===== src/inc/mcuie_pkg.sv =====
// Function
// [RULE1] Add, and, compare, subtract take accumulator plus memory or immediate operand
// [RULE2] Zero, subtract-one and add-one work on any of 256 data addresses
// [RULE3] Invert, rotate and shift work on the accumulator only
// [RULE4] Arithmetic takes 4 cycles; add-one/subtract-one keep carry, others set both; zero to memory keeps both flags here
// [RULE5] Short branches test carry or zero, one byte, 2 cycles
// [RULE6] Short branch target spans -15 to +16 from the branch
// [RULE7] Bit branches test a data bit, displacement spans -126 to +129
// [RULE8] Bit branches are three bytes, 5 cycles, branch on bit 0 or 1
// [RULE9] Bit branches copy the tested bit into carry always
// [RULE10] Bit set/clear pick bit by 3-bit number, 2 bytes, 4 cycles, flags kept
// [RULE11] Software avoids bit set/clear on port and partly read/write-only registers
// [RULE12] With watchdog selected, stop acts as wait
// [RULE13] Control ops are one byte, 2 cycles; only interrupt exit changes flags
// [RULE14] Long jump and call use 12-bit target, 2 bytes, 4 cycles, flags kept
// [RULE15] X, Y, V, W sit at data 80h-83h; X, Y are pointers
// [RULE16] Return stack holds six 12-bit entries
// [RULE17] Call pushes next address; returns pop it into the program counter
// [RULE18] Compare sets flags like subtract but keeps the accumulator
package mcuie_pkg;
  localparam logic [7:0]  ADDR_X       = 8'h80;
  localparam logic [7:0]  ADDR_Y       = 8'h81;
  localparam logic [7:0]  ADDR_SD_BASE = 8'h80;
  localparam int          STACK_DEPTH  = 6;
  localparam logic [2:0]  SP_RESET     = 3'h0;
  localparam logic [2:0]  SP_FULL      = 3'h6;
  localparam logic [11:0] PC_RESET     = 12'h000;
  localparam logic [7:0]  ACC_RESET    = 8'h00;
  // Index of the last cycle of each instruction group (cycles minus one)
  localparam logic [2:0]  LAST_2CYC    = 3'h1;
  localparam logic [2:0]  LAST_4CYC    = 3'h3;
  localparam logic [2:0]  LAST_5CYC    = 3'h4;
  // Opcode groups by upper nibble; bit 7 set marks a short branch
  localparam logic [3:0]  GRP_JUMP     = 4'h0;
  localparam logic [3:0]  GRP_CALL     = 4'h1;
  localparam logic [3:0]  GRP_BITMOD   = 4'h2;
  localparam logic [3:0]  GRP_BITBR    = 4'h3;
  localparam logic [3:0]  GRP_ALU      = 4'h4;
  localparam logic [3:0]  GRP_UNARY    = 4'h5;
  localparam logic [3:0]  GRP_SHORT    = 4'h6;
  localparam logic [3:0]  GRP_INHERENT = 4'h7;
  // Operand modes in bits 1:0 of accumulator and unary groups
  localparam logic [1:0]  MODE_IND_X   = 2'h0;
  localparam logic [1:0]  MODE_IND_Y   = 2'h1;
  localparam logic [1:0]  MODE_DIRECT  = 2'h2;
  localparam logic [1:0]  MODE_IMM_ACC = 2'h3;
  // Accumulator operations, bits 3:2
  localparam logic [1:0]  ALU_ADD      = 2'h0;
  localparam logic [1:0]  ALU_AND      = 2'h1;
  localparam logic [1:0]  ALU_CMP      = 2'h2;
  localparam logic [1:0]  ALU_SUB      = 2'h3;
  // Unary operations, bits 3:2
  localparam logic [1:0]  UN_ZERO      = 2'h0;
  localparam logic [1:0]  UN_MINUS_ONE = 2'h1;
  localparam logic [1:0]  UN_INC       = 2'h2;
  // Inherent operations, bits 2:0
  localparam logic [2:0]  INH_INVERT   = 3'h0;
  localparam logic [2:0]  INH_ROTATE   = 3'h1;
  localparam logic [2:0]  INH_SHIFT    = 3'h2;
  localparam logic [2:0]  INH_NOP      = 3'h3;
  localparam logic [2:0]  INH_SUB_EXIT = 3'h4;
  localparam logic [2:0]  INH_INT_EXIT = 3'h5;
  localparam logic [2:0]  INH_STOP     = 3'h6;
  localparam logic [2:0]  INH_WAIT     = 3'h7;
  // Short branch conditions, bits 6:5
  localparam logic [1:0]  BR_CARRY     = 2'h0;
  localparam logic [1:0]  BR_NO_CARRY  = 2'h1;
  localparam logic [1:0]  BR_ZERO      = 2'h2;
  localparam logic [1:0]  BR_NONZERO   = 2'h3;

  typedef enum logic [1:0] {MCUIE_RUN, MCUIE_WAIT, MCUIE_STOP} mcuie_run_e;

  typedef struct packed {
    logic [7:0] addr;
    logic [7:0] wdata;
    logic       we;
    logic       re;
  } mcuie_dreq_s;

  typedef struct packed {
    logic [11:0] pc;
    logic [7:0]  acc;
    logic        zero;
    logic        carry;
    logic        in_int;
  } mcuie_stat_s;
endpackage


===== src/core/mcuie_core.sv =====
`timescale 1ns/1ns
module mcuie_core (
  input  wire logic               clk_in,
  input  wire logic               reset_in,
  output logic [11:0]             prog_addr_out,
  input  wire logic [7:0]         prog_data_in,
  output mcuie_pkg::mcuie_dreq_s  dreq_out,
  input  wire logic [7:0]         data_rdata_in,
  input  wire logic               int_req_in,
  input  wire logic [11:0]        int_vector_in,
  output logic                    int_ack_out,
  input  wire logic               watchdog_sel_in,
  output logic                    stop_out,
  output logic                    wait_out,
  output mcuie_pkg::mcuie_stat_s  stat_out
);
  import mcuie_pkg::*;

  logic [11:0] pc_r,  pc_nxt;
  logic [2:0]  cyc_r, cyc_nxt;
  logic [7:0]  op_r,  op_nxt;
  logic [7:0]  op1_r, op1_nxt;
  logic [7:0]  op2_r, op2_nxt;
  logic [7:0]  opnd_r, opnd_nxt;
  logic [7:0]  acc_r, acc_nxt;
  logic        zf_r,  zf_nxt;
  logic        cf_r,  cf_nxt;
  logic        sav_z_r, sav_z_nxt;
  logic        sav_c_r, sav_c_nxt;
  logic        int_r, int_nxt;
  logic [2:0]  sp_r,  sp_nxt;
  logic [11:0] stk_r   [STACK_DEPTH];
  logic [11:0] stk_nxt [STACK_DEPTH];
  mcuie_run_e  run_r, run_nxt;
  logic        wd_s1_r, wd_s2_r;
  logic [2:0]  last_cyc;
  logic [3:0]  grp;

  assign grp = op_r[7:4];

  // Last cycle index of the instruction held in op_r
  always_comb begin
    last_cyc = LAST_4CYC;
    if (op_r[7]) begin
      last_cyc = LAST_2CYC; // [RULE5]
    end else if (grp == GRP_BITBR) begin
      last_cyc = LAST_5CYC; // [RULE8]
    end else if (grp == GRP_INHERENT && op_r[2:0] > INH_SHIFT) begin
      last_cyc = LAST_2CYC; // [RULE13]
    end
  end

  // Main sequencer: fetch, operand gather and execute, one pass per instruction
  always_comb begin
    logic [8:0]  sum9;
    logic [8:0]  dif9;
    logic [7:0]  result;
    logic [7:0]  val;
    logic [2:0]  top;
    logic        take;
    sum9 = 9'h000;
    dif9 = 9'h000;
    result = 8'h00;
    val  = 8'h00;
    top  = (sp_r == SP_RESET) ? SP_RESET : sp_r - 3'h1;
    take = 1'b0;
    pc_nxt    = pc_r;
    cyc_nxt   = cyc_r;
    op_nxt    = op_r;
    op1_nxt   = op1_r;
    op2_nxt   = op2_r;
    opnd_nxt  = opnd_r;
    acc_nxt   = acc_r;
    zf_nxt    = zf_r;
    cf_nxt    = cf_r;
    sav_z_nxt = sav_z_r;
    sav_c_nxt = sav_c_r;
    int_nxt   = int_r;
    sp_nxt    = sp_r;
    stk_nxt   = stk_r;
    run_nxt   = run_r;
    int_ack_out   = 1'b0;
    prog_addr_out = pc_r;
    dreq_out      = '0;
    if (run_r != MCUIE_RUN) begin
      // Any interrupt request ends wait or stop
      if (int_req_in) begin
        run_nxt = MCUIE_RUN;
      end
    end else if (cyc_r == 3'h0) begin
      if (int_req_in && !int_r) begin
        // Interrupt entry at an instruction boundary
        stk_nxt[sp_r == SP_FULL ? top : sp_r] = pc_r; // [RULE16]
        if (sp_r != SP_FULL) begin
          sp_nxt = sp_r + 3'h1;
        end
        sav_z_nxt   = zf_r;
        sav_c_nxt   = cf_r;
        int_nxt     = 1'b1;
        pc_nxt      = int_vector_in;
        int_ack_out = 1'b1;
      end else begin
        op_nxt  = prog_data_in;
        pc_nxt  = pc_r + 12'h001;
        cyc_nxt = 3'h1;
      end
    end else begin
      cyc_nxt = (cyc_r == last_cyc) ? 3'h0 : cyc_r + 3'h1;
      if (op_r[7]) begin
        case (op_r[6:5]) // [RULE5]
          BR_CARRY:    take = cf_r;
          BR_NO_CARRY: take = !cf_r;
          BR_ZERO:     take = zf_r;
          default:     take = !zf_r;
        endcase
        if (take) begin
          // Forward adds 1..16 to the branch address, backward subtracts 0..15
          pc_nxt = op_r[4] ? pc_r - 12'h001 - {8'h00, op_r[3:0]}
                           : pc_r + {8'h00, op_r[3:0]}; // [RULE6]
        end
      end else begin
        case (grp)
          GRP_JUMP, GRP_CALL: begin
            if (cyc_r == 3'h1) begin
              op1_nxt = prog_data_in;
              pc_nxt  = pc_r + 12'h001; // [RULE14]
            end else if (cyc_r == last_cyc) begin
              if (grp == GRP_CALL) begin
                // A full stack keeps its depth; the newest entry is overwritten
                stk_nxt[sp_r == SP_FULL ? top : sp_r] = pc_r; // [RULE17]
                if (sp_r != SP_FULL) begin
                  sp_nxt = sp_r + 3'h1;
                end
              end
              pc_nxt = {op_r[3:0], op1_r}; // [RULE14]
            end
          end
          GRP_BITMOD, GRP_BITBR: begin
            if (cyc_r == 3'h1) begin
              op1_nxt = prog_data_in;
              pc_nxt  = pc_r + 12'h001;
            end else if (grp == GRP_BITBR && cyc_r == 3'h2) begin
              op2_nxt = prog_data_in;
              pc_nxt  = pc_r + 12'h001; // [RULE8]
            end else if (cyc_r == last_cyc - 3'h1) begin
              dreq_out.addr = op1_r;
              dreq_out.re   = 1'b1;
              opnd_nxt      = data_rdata_in;
            end else if (cyc_r == last_cyc) begin
              if (grp == GRP_BITMOD) begin
                result = opnd_r;
                result[op_r[2:0]] = !op_r[3]; // [RULE10]
                dreq_out.addr  = op1_r;
                dreq_out.wdata = result;
                dreq_out.we    = 1'b1;
              end else begin
                cf_nxt = opnd_r[op_r[2:0]]; // [RULE9]
                if (opnd_r[op_r[2:0]] == op_r[3]) begin
                  // Target is the branch address plus 2 plus the signed byte
                  pc_nxt = pc_r - 12'h001 + {{4{op2_r[7]}}, op2_r}; // [RULE7]
                end
              end
            end
          end
          GRP_ALU, GRP_UNARY, GRP_SHORT: begin
            if (cyc_r == 3'h1) begin
              if (grp == GRP_SHORT) begin
                op1_nxt = ADDR_SD_BASE + {6'h00, op_r[1:0]}; // [RULE15]
              end else if (op_r[1:0] == MODE_DIRECT ||
                           (grp == GRP_ALU && op_r[1:0] == MODE_IMM_ACC)) begin
                op1_nxt = prog_data_in;
                pc_nxt  = pc_r + 12'h001;
              end else if (op_r[1:0] != MODE_IMM_ACC) begin
                dreq_out.addr = op_r[0] ? ADDR_Y : ADDR_X; // [RULE15]
                dreq_out.re   = 1'b1;
                op1_nxt       = data_rdata_in;
              end
            end else if (cyc_r == 3'h2) begin
              if (op_r[1:0] == MODE_IMM_ACC && grp != GRP_SHORT) begin
                opnd_nxt = (grp == GRP_ALU) ? op1_r : acc_r; // [RULE1]
              end else begin
                dreq_out.addr = op1_r; // [RULE2]
                dreq_out.re   = 1'b1;
                opnd_nxt      = data_rdata_in;
              end
            end else if (cyc_r == last_cyc) begin
              if (grp == GRP_ALU) begin
                sum9 = {1'b0, acc_r} + {1'b0, opnd_r};
                dif9 = {1'b0, acc_r} - {1'b0, opnd_r};
                case (op_r[3:2]) // [RULE1]
                  ALU_ADD: begin
                    result = sum9[7:0];
                    cf_nxt = sum9[8];
                  end
                  ALU_AND: begin
                    result = acc_r & opnd_r;
                    cf_nxt = 1'b0;
                  end
                  default: begin
                    result = dif9[7:0];
                    cf_nxt = dif9[8];
                  end
                endcase
                zf_nxt = (result == 8'h00); // [RULE4]
                if (op_r[3:2] != ALU_CMP) begin
                  acc_nxt = result; // [RULE18]
                end
              end else begin
                val = opnd_r;
                case (op_r[3:2])
                  UN_MINUS_ONE: result = val - 8'h01;
                  UN_INC:       result = val + 8'h01;
                  default:      result = 8'h00;
                endcase
                if (op_r[3:2] != UN_ZERO) begin
                  zf_nxt = (result == 8'h00); // [RULE4]
                end
                if (grp == GRP_UNARY && op_r[1:0] == MODE_IMM_ACC) begin
                  acc_nxt = result;
                  if (op_r[3:2] == UN_ZERO) begin
                    zf_nxt = 1'b1;
                    cf_nxt = 1'b0;
                  end
                end else begin
                  dreq_out.addr  = op1_r; // [RULE2]
                  dreq_out.wdata = result;
                  dreq_out.we    = 1'b1;
                end
              end
            end
          end
          default: begin
            if (cyc_r == last_cyc) begin
              case (op_r[2:0])
                INH_INVERT: begin
                  acc_nxt = ~acc_r; // [RULE3]
                  cf_nxt  = acc_r[7];
                  zf_nxt  = (acc_r == 8'hff); // [RULE4]
                end
                INH_ROTATE: begin
                  acc_nxt = {acc_r[6:0], cf_r}; // [RULE3]
                  cf_nxt  = acc_r[7];
                  zf_nxt  = ({acc_r[6:0], cf_r} == 8'h00); // [RULE4]
                end
                INH_SHIFT: begin
                  acc_nxt = {acc_r[6:0], 1'b0}; // [RULE3]
                  cf_nxt  = acc_r[7];
                  zf_nxt  = (acc_r[6:0] == 7'h00); // [RULE4]
                end
                INH_SUB_EXIT, INH_INT_EXIT: begin
                  pc_nxt = stk_r[top]; // [RULE17]
                  sp_nxt = top;
                  if (op_r[2:0] == INH_INT_EXIT) begin
                    zf_nxt  = sav_z_r; // [RULE13]
                    cf_nxt  = sav_c_r;
                    int_nxt = 1'b0;
                  end
                end
                INH_STOP: begin
                  // Watchdog running forbids stopping the oscillator
                  run_nxt = wd_s2_r ? MCUIE_WAIT : MCUIE_STOP; // [RULE12]
                end
                INH_WAIT: begin
                  run_nxt = MCUIE_WAIT; // [RULE13]
                end
                default: begin
                end
              endcase
            end
          end
        endcase
      end
    end
  end

  always_ff @(posedge clk_in or posedge reset_in) begin
    if (reset_in) begin
      pc_r    <= PC_RESET;
      cyc_r   <= 3'h0;
      op_r    <= 8'h00;
      op1_r   <= 8'h00;
      op2_r   <= 8'h00;
      opnd_r  <= 8'h00;
      acc_r   <= ACC_RESET;
      zf_r    <= 1'b0;
      cf_r    <= 1'b0;
      sav_z_r <= 1'b0;
      sav_c_r <= 1'b0;
      int_r   <= 1'b0;
      sp_r    <= SP_RESET;
      run_r   <= MCUIE_RUN;
      wd_s1_r <= 1'b0;
      wd_s2_r <= 1'b0;
      for (int i = 0; i < STACK_DEPTH; i++) begin
        stk_r[i] <= 12'h000;
      end
    end else begin
      pc_r    <= pc_nxt;
      cyc_r   <= cyc_nxt;
      op_r    <= op_nxt;
      op1_r   <= op1_nxt;
      op2_r   <= op2_nxt;
      opnd_r  <= opnd_nxt;
      acc_r   <= acc_nxt;
      zf_r    <= zf_nxt;
      cf_r    <= cf_nxt;
      sav_z_r <= sav_z_nxt;
      sav_c_r <= sav_c_nxt;
      int_r   <= int_nxt;
      sp_r    <= sp_nxt;
      run_r   <= run_nxt;
      wd_s1_r <= watchdog_sel_in;
      wd_s2_r <= wd_s1_r;
      stk_r   <= stk_nxt;
    end
  end

  assign stop_out = (run_r == MCUIE_STOP);
  assign wait_out = (run_r == MCUIE_WAIT);
  assign stat_out = '{pc: pc_r, acc: acc_r, zero: zf_r, carry: cf_r, in_int: int_r};
endmodule // mcuie_core


===== config.mk =====
export PLATFORM = sky130hd
export DESIGN_NAME = mcuie_core
export DESIGN_NICKNAME = d
export VERILOG_FILES = /design/src/inc/mcuie_pkg.sv /design/src/core/mcuie_core.sv
export SDC_FILE = /design/constraint.sdc
export NUM_CORES = 1
export LEC_CHECK = 0
export ABC_AREA = 1
export ABC_CLOCK_PERIOD_IN_PS = 9000
export BUFFER_PORTS_ARGS = -buffer_cell sky130_fd_sc_hd__buf_4
export CAP_MARGIN = 20
export CORE_MARGIN = 4
export CORE_UTILIZATION = 44
export CTS_BUF_LIST = sky130_fd_sc_hd__clkbuf_4
export DETAILED_ROUTE_END_ITERATION = 8
export PLACE_DENSITY = 0.57
export SLEW_MARGIN = 30
export SYNTH_ARGS = -nofsm -noshare
export SYNTH_HDL_FRONTEND = slang
export SYNTH_SLANG_ARGS = --single-unit
export TNS_END_PERCENT = 10

===== constraint.sdc =====
create_clock -name clk_in -period 9 [get_ports clk_in]
set_input_delay 0.9 -clock clk_in [delete_from_list [all_inputs] [get_ports clk_in]]
set_output_delay 0.9 -clock clk_in [all_outputs]
set_load 0.02 [all_outputs]

==> results of run 1 <==
## layer usage
metal,part of all wire [%],wire [um],vias to the layer above
met3,7.5,3090,82
met5,0,0,-
met2,45,18600,520
met4,2.9,1190,0
met1,45,18400,5597
li1,-,-,5843
## cell usage after synthesis, types with 17 or more instances
library cell / count / area (sq um)
xor2_1: 19 / 166
nand2_1: 474 / 1780
dfrtp_1: 139 / 3480
inv_1: 185 / 694
ha_1: 54 / 676
buf_4: 20 / 150
a21oi_1: 111 / 556
nand3_1: 101 / 505
nand4_1: 18 / 113
o21ai_0: 191 / 956
a31oi_1: 18 / 113
o211ai_1: 25 / 188
o21ai_1: 34 / 170
clkbuf_1: 32 / 120
buf_2: 27 / 135
nor2_1: 177 / 664
nor3_1: 17 / 85.1
## cell usage in the layout, fill, tap and decap left out, types with 6 or more instances in the layout
master and instances:
a21oi_1 111, a22oi_1 6, a31oi_1 18, buf_4 93
clkbuf_4 17, dfrtp_1 139, fa_1 6, ha_1 54
inv_1 184, inv_2 9, nand2_1 474, nand2_2 8
nand3_1 101, nand4_1 18, nor2_1 175, nor2_2 7
nor3_1 17, o211ai_1 25, o21ai_0 191, o21ai_1 34
o22ai_1 13, xnor2_1 8, xor2_1 19
## cells by family (layout without fill, tap and decap cells)
group,count (synthesis),after routing
adder cells (fa/ha/maj),60,60
other,0,1
AO/OA/AOI/OAI,429,429
flip-flops,139,139
buffers and inverters,282,322
AND/OR/NAND/NOR,823,823
XOR/XNOR,27,27
## stage by stage
stage / instances / hold WS [ps] / area, sq um
4_1_cts: 2130 / 372 / 12500
6_report: 2131 / 370 / 12500
5_1_grt: 2131 / 363 / 12500
3_5_place_dp: 2098 / 335 / 12200
3_3_place_gp: 2098 / 335 / 12200
2_1_floorplan: 1760 / 331 / 11500
## final cells by class
class	instances	area, sq um	area share (%)
clock buffer	17	128	1.02
multi-input combinational	1339	6860	54.8
clock inverter	15	200	1.60
sequential	139	3480	27.8
inverter	197	744	5.95
timing repair buffer	93	698	5.58
tap	330	413	3.30
antenna	1	2.50	0.0200
## final timing paths
kind	startpoint	end	cells past startpoint	slack [ps]
setup / recovery	op_r[4]	dreq_out[9]	12	4220
hold / removal	wd_s1_r	wd_s2_r	0	370
setup reg to reg	op_r[4]	op1_r[3]	9	5420
hold reg to reg	wd_s1_r	wd_s2_r	0	370
max in group asynchronous	reset_in	prog_addr_out[0]	3	7220
min in group asynchronous	reset_in	sp_r[0]	2	450
## sequential cells by signal, indices dropped and copies added (netlist names)
| signal | flops |
|---|---|
| stk_r | 72 |
| prog_addr_out | 12 |
| acc_r | 8 |
| op1_r | 8 |
| op2_r | 8 |
| op_r | 8 |
| opnd_r | 8 |
| cyc_r | 3 |
| sp_r | 3 |
| run_r | 2 |
| cf_r | 1 |
| int_r | 1 |
| sav_c_r | 1 |
| sav_z_r | 1 |
| wd_s1_r | 1 |
| wd_s2_r | 1 |
| zf_r | 1 |
## worst reg2reg max path, stage by stage, from the launching register on
cell,delay [ps]
dfrtp_1,680
nand2_2,240
nand2_1,160
nand2_1,430
o21ai_0,450
nor4_2,840
nand2_1,300
a21oi_1,230
o21ai_0,100
o21ai_0,80
==> impl_metrics.toml, run 1 <==
[status]
run_status = "complete, no violations"

[clock_tree]
clkSinkCount = 139
cts.clk_slew.worst_paths_ps = 160
postCtsSetupRepairBufs = 0
cts_tree = "yes"
ctsHtreeMaxLevel = 4
cts-resized-gates = 0
clk_latency_ps = 590
clockBufferDepth = 2
root_buffer = "clkbuf_4"
numCtsBuffers = 17
postCtsHoldBufs = 0

[routing]
drt-initial-drc-count = 1331
wl_per_cell_um = 19.4
wl_um = 41300
antenna_left = 0
num_vias = 12042
vias_per_cell = 5.65
drc = 0
first_pass_iters = 6

[sta]
maxSlewViolCount = 0
slew-limit-headroom_pct = 38.9
max_freq_mhz = 209
hold_viol_final = 0
finalSetupTns_ps = 0
rsz0062_at_grt = "false"
min_period_over_period_pct = 53.1
fin_skew_ps = 37.8
final.min_clock_period_ps = 4780
worstMarginPinSlew_ps = 916
setup_viol = 0
setup_slack_ps = 4220

[floorplanning]
die_area_sq_um = 28800
ios = 88
die_w_um = 170
initial_core_util_pct = 45.2
die_h_um = 170
rows = 58
core_sq_um = 25500

[worst_setup_path]
startpoint_type = "flip-flop"
cp_num_buf_inv = 4
cp_max_fo = 22
criticalPathCategory = "flip-flop to primary output"
critPathTopFamily = "buffers and inverters"
required_ps = 8100
max_stage_delay_ps = 840
crit_top_cell = "nand2_1"
worstPathCellList = "inv_1, nand2_1, nor2_1, buf_4, inv_1, nand2_1, nor2_1, nand2_1, nor2_2, nand4_1, a21oi_1, buf_4"
crit_arrival_ps = 3880
worst_path_max_delay_cell = "dfrtp_1"
cp-end-kind = "primary output"

[finish]
finish.utilization_pct = 49.2
layout-drive-gt1-share_pct = 9.50
areaGrowthSynthToFinish_pct = 8.67
final_nets = 1879
nFillCells = 2685

[placement]
dp_hpwl_um = 31100
portBuffers = 87
gp_congestion = 0.979
pre_cts_ws_ps = 4970

[grt]
grt_max_degree = 89
grt_use_met1_pct = 39.2
busiest_layer = "met2"
gr-usage-met2_pct = 45.9
grt.overflow.total = 0
antenna_found_initial = 1
grt_pass1_wl_um = 64300
use_met3_pct = 4.85
track_usage_pct = 28.4
grt_pass1_vias = 11385

[synth]
yosys.area_share.simple_pct = 29.7
ys_seq_elements = 139
seq_area_frac_synth_pct = 30.2
muxShareOfSynthArea_pct = 0
synth_compound_area_share_pct = 20.8
ys_warn_count = 0
syn_inst = 1760
synthAdderAreaFrac_pct = 6.91
async_flop_share_pct = 100
synth_nets = 1852
syn_area_sq_um = 11500
synth_top_flop_cell = "dfrtp_1"
synth-edff-count = 0
synthXorXnorAreaFrac_pct = 2.05
synth_top_family_by_area = "simple AND/OR/NAND/NOR gates"
avgSynthCellArea_sq_um = 6.55
synth_cell_types = 52

[worst_hold_path]
hold_path_class = "flip-flop to flip-flop"

[run]
maxCapViolCount = 0
Power of run 1 is left out: the tool's default activity adds up to more than one toggle a clock period on the data nets, which glitch-free logic cannot reach.
==> run 2, diff against run 1 <==
--- a/config.mk
+++ b/config.mk
@@ -6,7 +6,7 @@
 export NUM_CORES = 1
 export LEC_CHECK = 0
 export ABC_AREA = 1
-export ABC_CLOCK_PERIOD_IN_PS = 9000
+export ABC_CLOCK_PERIOD_IN_PS = 4550
 export BUFFER_PORTS_ARGS = -buffer_cell sky130_fd_sc_hd__buf_4
 export CAP_MARGIN = 20
 export CORE_MARGIN = 4
==> constraint.sdc (replaced) <==
create_clock -name clk_in -period 4.55 [get_ports clk_in]
set_input_delay 0.455 -clock clk_in [delete_from_list [all_inputs] [get_ports clk_in]]
set_output_delay 0.455 -clock clk_in [all_outputs]
set_load 0.02 [all_outputs]
==> impl_metrics.toml, run 2 (same netlist as run 1, synthesis figures left out) <==
[status]
run_status = "complete, no violations"

[sta]
slew-limit-headroom_pct = 41.4
min_period_over_period_pct = 90.8
rsz0062_at_grt = "false"
maxSlewViolCount = 0
fin_skew_ps = 48.5
finalSetupTns_ps = 0
final.min_clock_period_ps = 4130
hold_viol_final = 0
setup_viol = 0
max_freq_mhz = 242
worstMarginPinSlew_ps = 876

[clock_tree]
postCtsSetupRepairBufs = 0
clk_latency_ps = 570
ctsHtreeMaxLevel = 4
cts_tree = "yes"
clkSinkCount = 139
root_buffer = "clkbuf_4"
numCtsBuffers = 17
clockBufferDepth = 2
cts.clk_slew.worst_paths_ps = 160

[placement]
gp_congestion = 0.991
placed_cell_area_sq_um = 12300
dp_hpwl_um = 32500
portBuffers = 87
placed_cells = 2111

[finish]
largest_reg_flops = 72
areaGrowthSynthToFinish_pct = 9.63
final_design_area_no_fill_sq_um = 12600
final_cell_mix = "nand2_1 (474), o21ai_0 (191), inv_1 (184)"
layoutNonFillerInstCount = 2146
final_common_cell = "nand2_1"
layout-drive-gt1-share_pct = 10.1
final_nets = 1894
regMostFlops = "stk_r"

[floorplanning]
core_sq_um = 25500
initial_core_util_pct = 45.2
die_area_sq_um = 28800
ios = 88
die_w_um = 170
rows = 58
die_h_um = 170

[worst_setup_path]
crit_arrival_ps = 3680
criticalPathCategory = "flip-flop to primary output"
cp-end-kind = "primary output"
startpoint_type = "flip-flop"
required_ps = 4090
cp_max_fo = 18

[grt]
grt.overflow.total = 0
track_usage_pct = 29.4
antenna_found_initial = 1
grt_pass1_wl_um = 66000
grt_max_degree = 67
grt_pass1_vias = 11506

[routing]
wl_per_cell_um = 20.0
vias_per_cell = 5.70
first_pass_iters = 6
num_vias = 12232
wl_um = 43000
drt-initial-drc-count = 1396
antenna_left = 0
drc = 0

[worst_hold_path]
hold_path_class = "input pin to flip-flop"

[run]
maxCapViolCount = 0
==> run 2: cell types whose count changed in the layout (fill, tap and decap cells not counted), sizes merged <==
cell,before,now
buf,93,106
clkinv,8,9
clkinvlp,2,1
dlygate4sd3,0,2
==> run 2: routing by layer <==
metal / vias up / track usage [%] / share of wire [%]
met5: - / 0 / 0
met4: 0 / 13.0 / 4.5
met3: 117 / 4.81 / 7.4
met2: 596 / 46.4 / 44
met1: 5630 / 39.9 / 44
li1: 5889 / - / -
==> run 2: final cells by class <==
type,instances,area (sq um)
fillers,2716,12800
inverters,197,744
repair buffers,108,816
clock buffers,17,128
flip-flops and latches,139,3480
multi-input cells,1339,6850
clock inverters,15,201
diodes,1,2.50
well taps,330,413
==> run 2: timing repair <==
| item | 4_1_cts | 5_1_grt |
|---|---|---|
| endpoints found under the hold margin | 27 | 0 |
| hold buffers | 2 | 0 |
| resized for setup | 0 | 0 |
==> run 2: path summary, 6_finish.rpt <==
| kind | startpoint | end | slack, ps | depth (start not counted) |
|---|---|---|---|---|
| setup / recovery | op_r[4] | dreq_out[14] | 420 | 12 |
| hold / removal | int_req_in | run_r[1] | 70 | 2 |
| setup reg to reg | prog_addr_out[0] | prog_addr_out[11] | 880 | 15 |
| hold reg to reg | wd_s1_r | wd_s2_r | 400 | 0 |
| max in group asynchronous | reset_in | stk_r[5] | 2990 | 4 |
| min in group asynchronous | reset_in | acc_r[0] | 500 | 3 |
==> run 2: critical path, stage by stage, from the launching register on <==
cell and delay [ps]:
dfrtp_1 860, nand2_2 180, nor2_2 200, nand2_1 130, nand2_1 370, inv_2 200, nand2_1 150, inv_1 80
nand3_1 170, nand2_1 120, a21oi_1 370, nor3_1 100, buf_4 180
==> run 2: through the flow <==
stage               worst slack, ps  util, %  hold WS [ps]
floorplan                       370        -           331
global placement               1030     48.2           336
detailed placement              968     48.2           350
CTS                             531     49.6          30.4
global route                    114     49.6          24.9
finish                          416     49.6          70.6
Power of run 2 is left out for the same reason.
==> run 3, diff against run 2 <==
--- a/config.mk
+++ b/config.mk
@@ -9,11 +9,10 @@
 export ABC_CLOCK_PERIOD_IN_PS = 4550
 export BUFFER_PORTS_ARGS = -buffer_cell sky130_fd_sc_hd__buf_4
 export CAP_MARGIN = 20
-export CORE_MARGIN = 4
-export CORE_UTILIZATION = 44
+export CORE_UTILIZATION = 50
 export CTS_BUF_LIST = sky130_fd_sc_hd__clkbuf_4
 export DETAILED_ROUTE_END_ITERATION = 8
-export PLACE_DENSITY = 0.57
+export PLACE_DENSITY = 0.64
 export SLEW_MARGIN = 30
 export SYNTH_ARGS = -nofsm -noshare
 export SYNTH_HDL_FRONTEND = slang
==> impl_metrics.toml, run 3 (same netlist as run 1, synthesis figures left out) <==
[routing]
num_vias = 12306
wl_per_cell_um = 19.4
vias_per_cell = 5.87
antenna_left = 0
wl_um = 40800
first_pass_iters = 6
drt-initial-drc-count = 1425
drc = 0

[worst_setup_path]
r2r_start = "prog_addr_out[1]"
cp-end-kind = "primary output"
worstPathCellList = "nand2_1, nor2_2, nand2_1, nand2_1, nor2_1, nand2_1, o21ai_1, a21oi_1, nor3_1, buf_4"
required_ps = 4090
max_stage_delay_ps = 800
worst_path_max_delay_cell = "dfrtp_1"
crit_path_start = "op_r[1]"
cp_max_fo = 14
crit_top_cell = "nand2_1"
criticalPathCategory = "flip-flop to primary output"
startpoint_type = "flip-flop"
crit_arrival_ps = 3720

[sta]
setup_viol = 0
max_freq_mhz = 240
hold-worst-slack_ps = -38.0
rsz0062_at_grt = "false"
worstMarginPinSlew_ps = 896
min_period_over_period_pct = 91.7
maxSlewViolCount = 0
slew-limit-headroom_pct = 40.2
setup_slack_ps = 378
final.min_clock_period_ps = 4170
fin_skew_ps = 43.4
finalSetupTns_ps = 0
hold_viol_final = 19

[finish]
largest_reg_flops = 72
final_nets = 1891
final_cell_mix = "nand2_1 (474), o21ai_0 (191), inv_1 (184)"
final_common_cell = "nand2_1"
layout-drive-gt1-share_pct = 10.0
areaGrowthSynthToFinish_pct = 8.96
regMostFlops = "stk_r"
layoutNonFillerInstCount = 2098

[clock_tree]
cts_tree = "yes"
cts.clk_slew.worst_paths_ps = 180
clkSinkCount = 139
postCtsSetupRepairBufs = 0
root_buffer = "clkbuf_4"
numCtsBuffers = 17
clockBufferDepth = 2
ctsHtreeMaxLevel = 4
clk_latency_ps = 590

[run]
maxCapViolCount = 0

[placement]
placed_cells = 2064
dp_hpwl_um = 30600
pre_cts_ws_ps = 965
portBuffers = 87
gp_congestion = 1.02

[floorplanning]
die_area_sq_um = 23700
ios = 88
initial_core_util_pct = 50.9
core_sq_um = 22600
die_h_um = 154
die_w_um = 154
rows = 55

[grt]
grt_max_degree = 106
grt_pass1_vias = 11380
grt_pass1_wl_um = 64000
antenna_found_initial = 1
track_usage_pct = 35.0
grt.overflow.total = 0

[status]
violations = "hold timing"
run_status = "finished, violations left"

[worst_hold_path]
hold_path_class = "input pin to asynchronous set/reset pin"
run 3: changes by cell type in the layout (fill, tap and decap cells not counted), sizes merged:
cell and delta:
clkinvlp -1, buf -2, dlygate4sd3 -1, inv +1, clkinv -1, bufinv +1
run 3: routing by layer:
| metal | up-vias | wire (um) | global-route usage, % |
|---|---|---|---|
| met5 | - | 0 | 0 |
| met4 | 0 | 1680 | 14.7 |
| met3 | 120 | 3210 | 5.27 |
| met2 | 574 | 18300 | 56.0 |
| met1 | 5733 | 17600 | 47.3 |
| li1 | 5879 | - | - |
run 3: repair_timing:
item	CTS	global route
endpoints found under the setup margin	0	6
hold buffers	1	0
resized for setup	0	1
hold endpoints to repair	1	0
run 3: path summary, 6_finish.rpt:
check	slack, ps	end	cells after the start
worst max-delay path	380	dreq_out[16]	10
worst min-delay path	-40	stk_r[2]	2
worst max register to register	1020	prog_addr_out[11]	15
worst min register to register	370	wd_s2_r	0
max in group asynchronous	3530	op2_r[7]	3
min in group clk_in	40	run_r[1]	2
run 3: critical path, delay by kind of cell (launching register included):
| family | cells | cell delay, ps |
|---|---|---|
| DFF | 1 | 800 |
| AOI/OAI and AO/OA | 2 | 550 |
| buffers and inverters | 1 | 190 |
| and+or+nand+nor | 7 | 1600 |
run 3: per-stage QoR:
| step | instance area, sq um | utilization, % |
|---|---|---|
| 2_1_floorplan | 11500 | - |
| 3_3_place_gp | 12200 | 53.9 |
| 3_5_place_dp | 12200 | 53.9 |
| 4_1_cts | 12500 | 55.4 |
| 5_1_grt | 12600 | 55.5 |
| 6_report | 12600 | 55.5 |
run 3: cell type report:
cell class | count | area [sq um]
Timing Repair Buffer | 105 | 791
Antenna cell | 1 | 2.50
Clock buffer | 17 | 128
Fill cell | 2344 | 10100
Sequential cell | 139 | 3480
Inverter | 197 | 747
Tap cell | 285 | 357
Multi-Input combinational cell | 1339 | 6850
Clock inverter | 15 | 200
Power of run 3 is left out for the same reason.
